===== src/rx_fifo_clk_pkg.sv =====
/*
  Constants, register map and mode types for the receive phase
  compensation FIFO block with read clock selection.
  Assumes a single system clock that oversamples every transceiver-side
  clock, so each clock arrives here as a plain synchronous level.
*/
// Notes on behaviour
// - each receive channel has a FIFO from its PCS write clock to fabric read clock
// - write and read clocks of a channel must run at exactly equal frequency
// - without the user read clock, read clock is chosen from channel configuration
// - channels are identical only with equal reference, PLL, CDR, PMA and PCS settings
// - non-bonded with rate matcher: group reads from lowest channel transmit clock (here: even channel of each pair, when identical to it)
// - non-bonded without rate matcher: each channel reads with its own recovered clock
// - every bonded configuration has a rate matcher in its receive path
// - x4 and x8 bonded channels read with the bonded core clock, x8 from master
// - enabled user read clock bypasses automatic choice and clocks the read side
// - any frequency mismatch overflows or underruns the FIFO, corrupting data
// - non-bonded without rate matcher: write clock is the channel's recovered clock
// - with byte serializer the write clock is halved from the parallel clock
package rx_fifo_clk_pkg;

  // bus geometry
  localparam int unsigned ADDR_W = 8;
  localparam int unsigned CH_W = 2;
  localparam logic [7:0] CTRL_BASE = 8'h00;
  localparam logic [7:0] STAT_BASE = 8'h10;

  // control word fields, one word per channel
  localparam int unsigned CTRL_W = 16;
  localparam int unsigned CTRL_MODE_LSB = 0;
  localparam int unsigned CTRL_BSER_BIT = 2;
  localparam int unsigned CTRL_URD_BIT = 3;
  localparam int unsigned CTRL_IDENT_LSB = 8;
  localparam int unsigned IDENT_W = 8;
  localparam logic [15:0] CTRL_RST = 16'h0000;

  // status word fields, one word per channel
  localparam int unsigned STAT_RUN_BIT = 0;
  localparam int unsigned STAT_OVF_BIT = 1;
  localparam int unsigned STAT_UDF_BIT = 2;
  localparam int unsigned STAT_RM_BIT = 3;
  localparam int unsigned STAT_IDENT_BIT = 4;
  localparam int unsigned STAT_SRC_LSB = 5;
  localparam int unsigned STAT_LVL_LSB = 8;
  localparam int unsigned LVL_W = 4;

  // bus answers
  localparam logic [1:0] RESP_OKAY = 2'h0;
  localparam logic [1:0] RESP_SLVERR = 2'h2;

  // channel configuration, held in the low bits of the control word
  typedef enum logic [1:0] {
    cfg_nb_rm,
    cfg_nb_norm,
    cfg_x4,
    cfg_x8
  } cfg_mode_t;

  // which clock feeds a read side, reported in status
  typedef enum logic [1:0] {
    src_tx_pclk,
    src_rec_clk,
    src_core_clk,
    src_user_clk
  } rd_src_t;

endpackage : rx_fifo_clk_pkg


===== src/fifo_link_if.sv =====
/*
  Bundle between the selection logic and one channel FIFO.
  Assumes pulses are one aclk cycle wide and already qualified.
*/
`timescale 1ns/1ps
`default_nettype none
interface fifo_link_if #(
  parameter int unsigned W = 16
);
  import rx_fifo_clk_pkg::*;
  logic wr_pulse;
  logic [W-1:0] wr_data;
  logic rd_pulse;
  logic flush;
  logic clr_ovf;
  logic clr_udf;
  logic [W-1:0] rd_data;
  logic rd_valid;
  logic running;
  logic ovf;
  logic udf;
  logic [LVL_W-1:0] level;

  modport sel_end (output wr_pulse, wr_data, rd_pulse, flush, clr_ovf, clr_udf,
                   input rd_data, rd_valid, running, ovf, udf, level);
  modport fifo_end (input wr_pulse, wr_data, rd_pulse, flush, clr_ovf, clr_udf,
                    output rd_data, rd_valid, running, ovf, udf, level);
endinterface : fifo_link_if
`default_nettype wire


===== src/rx_fifo_read_clock_select.sv =====
/*
  Receive phase compensation FIFOs for NCH channels with per-channel
  write and read clock selection, configured over AXI4-Lite.
  Assumes all transceiver-side clocks are levels synchronous to aclk
  and at most half its rate, so every edge is seen as a level change.
*/
// The register addresses and the AXI4-Lite interface to the registers were decided locally.
`timescale 1ns/1ps
`default_nettype none
module rx_fifo_read_clock_select
  import rx_fifo_clk_pkg::*;
#(
  parameter int unsigned NCH = 4,
  parameter int unsigned DATA_W = 16,
  parameter int unsigned DEPTH = 8
) (
  // clock and reset
  input wire logic aclk,
  input wire logic aresetn,
  // axi4-lite write channels
  input wire logic [ADDR_W-1:0] s_axi_awaddr,
  input wire logic s_axi_awvalid,
  output logic s_axi_awready,
  input wire logic [31:0] s_axi_wdata,
  input wire logic [3:0] s_axi_wstrb,
  input wire logic s_axi_wvalid,
  output logic s_axi_wready,
  output logic [1:0] s_axi_bresp,
  output logic s_axi_bvalid,
  input wire logic s_axi_bready,
  // axi4-lite read channels
  input wire logic [ADDR_W-1:0] s_axi_araddr,
  input wire logic s_axi_arvalid,
  output logic s_axi_arready,
  output logic [31:0] s_axi_rdata,
  output logic [1:0] s_axi_rresp,
  output logic s_axi_rvalid,
  input wire logic s_axi_rready,
  // transceiver-side clocks, sampled as levels
  input wire logic [NCH-1:0] tx_pclk,
  input wire logic [NCH-1:0] rec_clk,
  input wire logic core_clk,
  input wire logic master_core_clk,
  input wire logic [NCH-1:0] user_rd_clk,
  // receive pcs data, one word per channel
  input wire logic [NCH*DATA_W-1:0] pcs_data,
  // fabric side
  output logic [NCH*DATA_W-1:0] fab_data,
  output logic [NCH-1:0] fab_valid,
  output logic [NCH-1:0] rd_clk_lvl,
  output logic [NCH-1:0] rm_active
);

  // write side holding registers
  logic aw_hold_r;
  logic [ADDR_W-1:0] awaddr_r;
  logic w_hold_r;
  logic [31:0] wdata_r;
  logic [3:0] wstrb_r;
  logic bvalid_r;
  logic [1:0] bresp_r;
  // read side
  logic rvalid_r;
  logic [31:0] rdata_r;
  logic [1:0] rresp_r;
  // configuration and clock history
  logic [CTRL_W-1:0] ctrl_r [NCH];
  logic [NCH-1:0] flush_r;
  logic [NCH-1:0] tx_q_r;
  logic [NCH-1:0] rec_q_r;
  logic [NCH-1:0] usr_q_r;
  logic core_q_r;
  logic mcore_q_r;
  logic [NCH-1:0] wdiv_r;
  logic [NCH-1:0] rdiv_r;
  logic [31:0] stat_w [NCH];

  // write address and data are taken independently, in either order
  assign s_axi_awready = ~aw_hold_r & ~bvalid_r;
  assign s_axi_wready = ~w_hold_r & ~bvalid_r;
  wire aw_take = s_axi_awvalid & s_axi_awready;
  wire w_take = s_axi_wvalid & s_axi_wready;
  wire have_aw = aw_hold_r | aw_take;
  wire have_w = w_hold_r | w_take;
  wire do_write = have_aw & have_w & ~bvalid_r;
  wire [ADDR_W-1:0] wa = aw_hold_r ? awaddr_r : s_axi_awaddr;
  wire [31:0] wd = w_hold_r ? wdata_r : s_axi_wdata;
  wire [3:0] ws = w_hold_r ? wstrb_r : s_axi_wstrb;
  wire [CH_W-1:0] wch = wa[CH_W+1:2];
  wire wch_ok = 32'(wch) < NCH;
  wire wr_ctrl = (wa[ADDR_W-1:4] == CTRL_BASE[ADDR_W-1:4]) & wch_ok;
  wire wr_stat = (wa[ADDR_W-1:4] == STAT_BASE[ADDR_W-1:4]) & wch_ok;
  wire wa_bad = |wa[1:0];
  wire wr_ok = (wr_ctrl | wr_stat) & ~wa_bad;

  // write channel handshake and response
  always_ff @(posedge aclk) begin
    if (!aresetn) begin
      aw_hold_r <= 1'b0;
      awaddr_r <= '0;
      w_hold_r <= 1'b0;
      wdata_r <= '0;
      wstrb_r <= '0;
      bvalid_r <= 1'b0;
      bresp_r <= RESP_OKAY;
    end else begin
      if (aw_take) begin
        awaddr_r <= s_axi_awaddr;
      end
      if (w_take) begin
        wdata_r <= s_axi_wdata;
        wstrb_r <= s_axi_wstrb;
      end
      aw_hold_r <= have_aw & ~do_write;
      w_hold_r <= have_w & ~do_write;
      if (do_write) begin
        bvalid_r <= 1'b1;
        bresp_r <= wr_ok ? RESP_OKAY : RESP_SLVERR;
      end else if (s_axi_bready) begin
        bvalid_r <= 1'b0;
      end
    end
  end

  // static configuration; a rewrite restarts that channel's fifo
  always_ff @(posedge aclk) begin
    if (!aresetn) begin
      flush_r <= '0;
      for (int k = 0; k < NCH; k++) begin
        ctrl_r[k] <= CTRL_RST;
      end
    end else begin
      for (int k = 0; k < NCH; k++) begin
        flush_r[k] <= do_write & wr_ok & wr_ctrl & (32'(wch) == k);
        if (do_write && wr_ok && wr_ctrl && (32'(wch) == k)) begin
          if (ws[0]) begin
            ctrl_r[k][7:0] <= wd[7:0];
          end
          if (ws[1]) begin
            ctrl_r[k][15:8] <= wd[15:8];
          end
        end
      end
    end
  end

  // read channel: answer one cycle after the address is taken
  assign s_axi_arready = ~rvalid_r;
  wire ar_take = s_axi_arvalid & s_axi_arready;
  wire [CH_W-1:0] rch = s_axi_araddr[CH_W+1:2];
  wire rch_ok = 32'(rch) < NCH;
  wire ra_ok = ~|s_axi_araddr[1:0];
  wire rd_ctrl = (s_axi_araddr[ADDR_W-1:4] == CTRL_BASE[ADDR_W-1:4]) & rch_ok & ra_ok;
  wire rd_stat = (s_axi_araddr[ADDR_W-1:4] == STAT_BASE[ADDR_W-1:4]) & rch_ok & ra_ok;
  wire [31:0] ctrl_word = rch_ok ? {16'h0000, ctrl_r[rch]} : 32'h0000_0000;
  wire [31:0] stat_word = rch_ok ? stat_w[rch] : 32'h0000_0000;
  wire [31:0] rd_word = rd_ctrl ? ctrl_word : (rd_stat ? stat_word : 32'h0000_0000);

  always_ff @(posedge aclk) begin
    if (!aresetn) begin
      rvalid_r <= 1'b0;
      rdata_r <= '0;
      rresp_r <= RESP_OKAY;
    end else if (ar_take) begin
      rvalid_r <= 1'b1;
      rdata_r <= rd_word;
      rresp_r <= (rd_ctrl | rd_stat) ? RESP_OKAY : RESP_SLVERR;
    end else if (s_axi_rready) begin
      rvalid_r <= 1'b0;
    end
  end

  assign s_axi_bvalid = bvalid_r;
  assign s_axi_bresp = bresp_r;
  assign s_axi_rvalid = rvalid_r;
  assign s_axi_rdata = rdata_r;
  assign s_axi_rresp = rresp_r;

  // previous clock levels, for rising edge detection
  always_ff @(posedge aclk) begin
    if (!aresetn) begin
      tx_q_r <= '0;
      rec_q_r <= '0;
      usr_q_r <= '0;
      core_q_r <= 1'b0;
      mcore_q_r <= 1'b0;
    end else begin
      tx_q_r <= tx_pclk;
      rec_q_r <= rec_clk;
      usr_q_r <= user_rd_clk;
      core_q_r <= core_clk;
      mcore_q_r <= master_core_clk;
    end
  end

  wire [NCH-1:0] tx_rise = tx_pclk & ~tx_q_r;
  wire [NCH-1:0] rec_rise = rec_clk & ~rec_q_r;
  wire [NCH-1:0] usr_rise = user_rd_clk & ~usr_q_r;
  wire core_rise = core_clk & ~core_q_r;
  wire mcore_rise = master_core_clk & ~mcore_q_r;

  for (genvar i = 0; i < NCH; i++) begin : g_ch
    localparam int unsigned LEAD = i - (i % 2);
    fifo_link_if #(.W(DATA_W)) lnk ();

    cfg_mode_t mode;
    assign mode = cfg_mode_t'(ctrl_r[i][CTRL_MODE_LSB +: 2]);
    wire bser = ctrl_r[i][CTRL_BSER_BIT];
    wire user_en = ctrl_r[i][CTRL_URD_BIT];
    wire bonded = (mode == cfg_x4) || (mode == cfg_x8);
    // identity: same ident tag, same mode and same serializer setting
    wire ident_lead = ({ctrl_r[i][CTRL_IDENT_LSB +: IDENT_W], ctrl_r[i][2:0]}
                    == {ctrl_r[LEAD][CTRL_IDENT_LSB +: IDENT_W], ctrl_r[LEAD][2:0]});
    wire share_lead = (mode == cfg_nb_rm) & ident_lead;
    wire [CH_W-1:0] tx_idx = share_lead ? CH_W'(LEAD) : CH_W'(i);

    // write clock: transmit, recovered or bonded core clock
    wire wr_lvl = (mode == cfg_nb_rm) ? tx_pclk[i] :
                  (mode == cfg_nb_norm) ? rec_clk[i] :
                  (mode == cfg_x4) ? core_clk : master_core_clk;
    wire wr_rise = (mode == cfg_nb_rm) ? tx_rise[i] :
                   (mode == cfg_nb_norm) ? rec_rise[i] :
                   (mode == cfg_x4) ? core_rise : mcore_rise;

    // read clock source; user port wins when enabled
    rd_src_t rsrc;
    assign rsrc = user_en ? src_user_clk :
                  (mode == cfg_nb_rm) ? src_tx_pclk :
                  (mode == cfg_nb_norm) ? src_rec_clk : src_core_clk;
    wire core_lvl = (mode == cfg_x8) ? master_core_clk : core_clk;
    wire core_r = (mode == cfg_x8) ? mcore_rise : core_rise;
    // four-way read clock mux, steered only by static configuration
    assign rd_clk_lvl[i] = (rsrc == src_user_clk) ? user_rd_clk[i] :
                           (rsrc == src_tx_pclk) ? tx_pclk[tx_idx] :
                           (rsrc == src_rec_clk) ? rec_clk[i] : core_lvl;
    wire rd_rise = (rsrc == src_user_clk) ? usr_rise[i] :
                   (rsrc == src_tx_pclk) ? tx_rise[tx_idx] :
                   (rsrc == src_rec_clk) ? rec_rise[i] : core_r;

    // byte serializer halves the parallel clock; user clock is taken as given
    wire halve_rd = bser & (rsrc != src_user_clk);
    assign lnk.wr_pulse = wr_rise & (~bser | wdiv_r[i]);
    assign lnk.rd_pulse = rd_rise & (~halve_rd | rdiv_r[i]);
    assign lnk.wr_data = pcs_data[i*DATA_W +: DATA_W];
    assign lnk.flush = flush_r[i];
    assign lnk.clr_ovf = do_write & wr_ok & wr_stat & (32'(wch) == i) & wd[STAT_OVF_BIT];
    assign lnk.clr_udf = do_write & wr_ok & wr_stat & (32'(wch) == i) & wd[STAT_UDF_BIT];

    // bonded links always carry a rate matcher
    assign rm_active[i] = (mode == cfg_nb_rm) | bonded;
    assign fab_data[i*DATA_W +: DATA_W] = lnk.rd_data;
    assign fab_valid[i] = lnk.rd_valid;

    assign stat_w[i] = {16'h0000, 4'h0, lnk.level, 1'b0, rsrc, ident_lead, rm_active[i],
                        lnk.udf, lnk.ovf, lnk.running};

    // per-channel fifo; an unequal clock pair shows as ovf or udf
    rx_phase_fifo #(.W(DATA_W), .DEPTH(DEPTH)) u_fifo (
      .aclk(aclk),
      .aresetn(aresetn),
      .lnk(lnk.fifo_end)
    );

    // divide-by-two phase, restarted with the fifo
    always_ff @(posedge aclk) begin
      if (!aresetn || flush_r[i]) begin
        wdiv_r[i] <= 1'b0;
        rdiv_r[i] <= 1'b0;
      end else begin
        if (wr_rise) begin
          wdiv_r[i] <= ~wdiv_r[i];
        end
        if (rd_rise) begin
          rdiv_r[i] <= ~rdiv_r[i];
        end
      end
    end

    wire unused_lvl = wr_lvl;
  end

endmodule : rx_fifo_read_clock_select
`default_nettype wire


===== src/rx_phase_fifo.sv =====
/*
  One receive phase compensation FIFO in flip-flops.
  Assumes write and read strobes are edges of the selected clocks,
  sampled on aclk; flush restarts the clock-running detection.
*/
`timescale 1ns/1ps
`default_nettype none
module rx_phase_fifo
  import rx_fifo_clk_pkg::*;
#(
  parameter int unsigned W = 16,
  parameter int unsigned DEPTH = 8
) (
  // clock and reset
  input wire logic aclk,
  input wire logic aresetn,
  // link to the selection logic
  fifo_link_if.fifo_end lnk
);
  localparam int unsigned AW = $clog2(DEPTH);

  logic [W-1:0] mem_r [DEPTH];
  logic [AW:0] wp_r;
  logic [AW:0] rp_r;
  logic wseen_r;
  logic rseen_r;
  logic ovf_r;
  logic udf_r;
  logic [W-1:0] rd_data_r;
  logic rd_valid_r;

  // both sides must have ticked before any pointer moves
  wire armed = wseen_r & rseen_r;
  wire full = (wp_r[AW] != rp_r[AW]) && (wp_r[AW-1:0] == rp_r[AW-1:0]);
  wire empty = (wp_r == rp_r);
  wire do_w = armed & lnk.wr_pulse & ~full;
  wire do_r = armed & lnk.rd_pulse & ~empty;
  // a faster write side fills, a faster read side drains dry
  wire ovf_set = armed & lnk.wr_pulse & full;
  wire udf_set = armed & lnk.rd_pulse & empty;

  // pointers and running detection
  always_ff @(posedge aclk) begin
    if (!aresetn || lnk.flush) begin
      wp_r <= '0;
      rp_r <= '0;
      wseen_r <= 1'b0;
      rseen_r <= 1'b0;
    end else begin
      wseen_r <= wseen_r | lnk.wr_pulse;
      rseen_r <= rseen_r | lnk.rd_pulse;
      if (do_w) begin
        wp_r <= wp_r + 1'b1;
      end
      if (do_r) begin
        rp_r <= rp_r + 1'b1;
      end
    end
  end

  // sticky error flags; a new event wins over a clear
  always_ff @(posedge aclk) begin
    if (!aresetn) begin
      ovf_r <= 1'b0;
      udf_r <= 1'b0;
    end else begin
      ovf_r <= ovf_set | (ovf_r & ~lnk.clr_ovf);
      udf_r <= udf_set | (udf_r & ~lnk.clr_udf);
    end
  end

  // storage has no reset, only valid entries are ever read
  always_ff @(posedge aclk) begin
    if (do_w) begin
      mem_r[wp_r[AW-1:0]] <= lnk.wr_data;
    end
  end

  // registered read data toward the fabric
  always_ff @(posedge aclk) begin
    if (!aresetn) begin
      rd_data_r <= '0;
      rd_valid_r <= 1'b0;
    end else begin
      rd_valid_r <= do_r;
      if (do_r) begin
        rd_data_r <= mem_r[rp_r[AW-1:0]];
      end
    end
  end

  assign lnk.rd_data = rd_data_r;
  assign lnk.rd_valid = rd_valid_r;
  assign lnk.running = armed;
  assign lnk.ovf = ovf_r;
  assign lnk.udf = udf_r;
  assign lnk.level = LVL_W'(wp_r - rp_r);

endmodule : rx_phase_fifo
`default_nettype wire


===== config.mk =====
export PLATFORM = sky130hd
export DESIGN_NAME = rx_fifo_read_clock_select
export DESIGN_NICKNAME = d
export VERILOG_FILES = /design/src/rx_fifo_clk_pkg.sv /design/src/fifo_link_if.sv /design/src/rx_fifo_read_clock_select.sv /design/src/rx_phase_fifo.sv
export SDC_FILE = /design/constraint.sdc
export NUM_CORES = 1
export LEC_CHECK = 0
export ABC_CLOCK_PERIOD_IN_PS = 3550
export BUFFER_PORTS_ARGS = -buffer_cell sky130_fd_sc_hd__buf_2
export CAP_MARGIN = 5
export CORE_ASPECT_RATIO = 1.5
export CORE_MARGIN = 3
export CORE_UTILIZATION = 33
export CTS_CLUSTER_SIZE = 10
export DETAILED_ROUTE_END_ITERATION = 6
export SKIP_CTS_REPAIR_TIMING = 1
export SYNTH_ARGS = -nofsm -noshare
export SYNTH_HDL_FRONTEND = slang
export SYNTH_SLANG_ARGS = --single-unit

===== constraint.sdc =====
create_clock -name aclk -period 3.55 [get_ports aclk]
set_clock_uncertainty 0.05 [all_clocks]
set_input_delay 0.355 -clock aclk [delete_from_list [all_inputs] [get_ports aclk]]
set_output_delay 0.355 -clock aclk [all_outputs]
set_load 0.005 [all_outputs]

==> impl_results.md <==
- Status: finished clean
- Biggest area consumer among synthesized cells: edfxtp_1
- Final critical-path required period: 3398 ps
- Initial antenna violation count: 16
- Tcrit/Tclk final: 0.9572
- Post-Synthesis Mean Instance Area: 15.48 sq um
- Effective utilization at floorplan: 0.3350
- Max Freq: between 200 and 300 MHz
- Startpoint type of the worst setup path: flip-flop
- Remaining max-slew budget at the tightest pin: 0.4290
- Maximum capacitance violations: 0
- Cell type group with the largest total delay on the critical path: simple AND/OR/NAND/NOR gates
- Vias per cell: 4.940
- Count of boundary I/O pins: 254
- Total count of hold-check failures in the final report: 0
- Data required time at the worst endpoint: 3140 ps
- Type of the setup path with the least slack: reg2out
- Placement Cell Area: 34,030 sq um
- Ys async rst share: 0
- Overall routing resource usage: 0.1583
- Worst hold-check path type: in2reg
- Placeable core region: 93,590 sq um
- Clk root buf: clkbuf_16
- Average wire length per cell after detail routing: 21.06 microns
- Row count: 137
- Remaining global-route overflow: 0
- Gate count of the mapped netlist: around 2.0k
- First-pass GRT wire length: 117,400 microns
- Critical path peak fanout: 7
- Peak VDD IR: 0.4987 mV
- P_leak: 13.13 nW
- Reg clk slew, reported paths: ~60 ps
- Skew-Pair Late Insertion Delay: ~660 ps
- Critical-path cell list: xnor2_1, nand4_1, nor3_2, mux2i_1, o21ai_0, a221o_1, buf_2
- PortBufs: 217
- Layout cell share with drive strength beyond 1: 0.2433
- Stage delay of the slowest cell on the critical path: 540 ps
- Design Area, Final: roughly 38,000 sq um
- DP Cell Count: 3,455
- Prevailing post-synth register cell: edfxtp_1
- Number of slew-limit violations in the final report: 0
- Post-synth EDFFs: 576
- Largest cells by area after synthesis: edfxtp_1, dfxtp_1, mux4_2
- Number of buffer and inverter stages on the critical path: 1
- Total length of routed wires: 78,810 microns
- Number of buffers created by CTS: 89
- Total via count after detailed routing: 18.49k
- Num Clock Sinks: 766
- RSZ-0062 raised after global routing: no
- Drt drc: 0
- Level count of the clock H-tree: 3
- Flop and latch count out of synthesis: 766
- Slew at the pin closest to its max-slew limit: roughly 860 ps
- Pin count of the biggest net entering global routing: 38
- Placer congestion estimate: 0.8265
- Most common cell after layout, fill and taps aside: edfxtp_1
- Net count reported at finish: 2,564
- Clock tree from TritonCTS: built
- Unique masters post-synth: slightly above 80
- Die Ht: 383.5 microns
- Areal power density over the cells: 505.8 nW/um^2
- Fraction of the yosys area taken by sequential cells: 0.6729
- Slowest CP cell: edfxtp_1
- Via count of the first global-routing pass: ~19k
- Critical path arrival: 2990 ps
- Number of violations reported at the end of detailed-routing iteration 0: 980
- Area share of the largest cell type after synthesis: 0.5516
- Die extent in x: 257.7 microns
- Post-Layout Cell Count: 3,742
- Leading cell types in the layout, fill and taps excluded: edfxtp_1, buf_2, nor2_1, dfxtp_1, nand2_1
- Antenna Nets Post-Route: 0
- Setup TNS: 0 ps
- Number of endpoints failing setup at the final stage: 0
- Type of element capturing the critical path: output pin
- Number of search-and-repair iterations in the first detailed-routing pass: 5
- Synth Cell Area: 31,360 sq um
- Die Outline Area: a little under 100,000 sq um
- Number of buffers on the longest clock path: 3
- Layout overhead on the synthesized area: 20.58%
- Number of warnings printed during yosys synthesis: 0
- Final HPWL DP: approximately 52,000 microns
[registers in the layout, summed over array words and instances (netlist names), 2 cells and up]
| signal | count |
|---|---|
| g_ch.u_fifo.rp_r | 16 |
| tx_q_r | 4 |
| ctrl_r | 64 |
| g_ch.u_fifo.lnk.udf | 4 |
| rdiv_r | 4 |
| rec_q_r | 4 |
| g_ch.u_fifo.wp_r | 16 |
| s_axi_rdata | 16 |
| g_ch.u_fifo.lnk.rd_valid | 4 |
| wdiv_r | 4 |
| wdata_r | 16 |
| g_ch.u_fifo.lnk.rd_data | 64 |
| awaddr_r | 8 |
| wstrb_r | 2 |
| g_ch.u_fifo.lnk.ovf | 4 |
| g_ch.u_fifo.mem_r | 512 |
| usr_q_r | 4 |
| g_ch.u_fifo.rseen_r | 4 |
| g_ch.u_fifo.wseen_r | 4 |
| flush_r | 4 |
[kinds of logic (layout without fill, tap and decap cells)]
family,after synthesis,after routing,synth area share
DFF,766,766,0.6729
and+or+nand+nor,541,541,0.08072
muxes,242,242,0.1431
AOI/OAI and AO/OA,231,231,0.05203
buffers and inverters,169,604,0.02602
xor gates and xnor gates,52,52,0.01452
adders and majority gates,24,24,0.01053
other,1,31,0.0001196
[metrics by stage]
stage	total power, mW	util	setup WS (ps)	hold slack (ps)
2_1_floorplan	10.46	-	76.61	381.9
6_report	19.12	0.4040	151.9	134.0
3_3_place_gp	10.78	0.3636	405.3	390.7
5_1_grt	19.85	0.4039	14.16	108.2
3_5_place_dp	10.81	0.3636	359.1	396.7
4_1_cts	19.32	0.3919	-286.3	-191.3
[path summary, 6_finish.rpt]
check                       start                     end  slack [ps]  cells after the start
hold / removal    s_axi_araddr[0]         s_axi_rdata[11]         130                      5
setup reg to reg     ctrl_r[0][0]  g_ch[1].u_fifo.rp_r[3]         690                      6
hold reg to reg       awaddr_r[2]             awaddr_r[2]         400                      2
setup / recovery     ctrl_r[0][0]           rd_clk_lvl[1]         150                      7
[cell type report]
type / count / area, sq um
Clock buffer: 154 / 2552
Timing Repair Buffer: 401 / 2750
Inverter: 37 / 142.6
Clock inverter: 12 / 97.59
Tap cell: 1251 / 1565
Fill cell: 8595 / 55780
Antenna cell: 13 / 32.53
Multi-Input combinational cell: 1108 / 9564
Sequential cell: 766 / 21110
[metal layers]
metal / vias up / global-route usage / share of wire
li1: 8510 / - / -
met1: 9327 / 0.1758 / 0.39
met2: 489 / 0.2757 / 0.51
met3: 155 / 0.04616 / 0.055
met4: 4 / 0.08055 / 0.042
met5: - / 0 / 0.00029
[synth_stat cells, types with 24 or more instances]
cell	instances
nand2b_1	29
clkbuf_1	70
mux2i_1	79
xnor2_1	29
dfxtp_1	190
o21ai_0	26
nor2_1	199
nand2_1	138
nand4_1	31
nand3_1	26
a21oi_1	86
a211oi_1	24
edfxtp_1	576
inv_1	32
nor3_1	29
mux4_2	137
[power by group]
part           leakage [nW]  total [mW]  switching, mW  internal, mW
Combinational          5.05       0.945          0.557         0.388
Sequential             6.81        9.79         0.0694          9.72
Clock                  1.27        8.39           3.52          4.87
Total                  13.1        19.1           4.15          15.0
[worst reg2reg max path, delay by kind of cell, from the launching register on]
kind	cells	cell delay [ps]
AND/OR/NAND/NOR	3	1410
XOR/XNOR	1	310
AO/OA/AOI/OAI	2	450
flip-flops	1	540
Note: power is estimated with default switching activity, not from simulation.
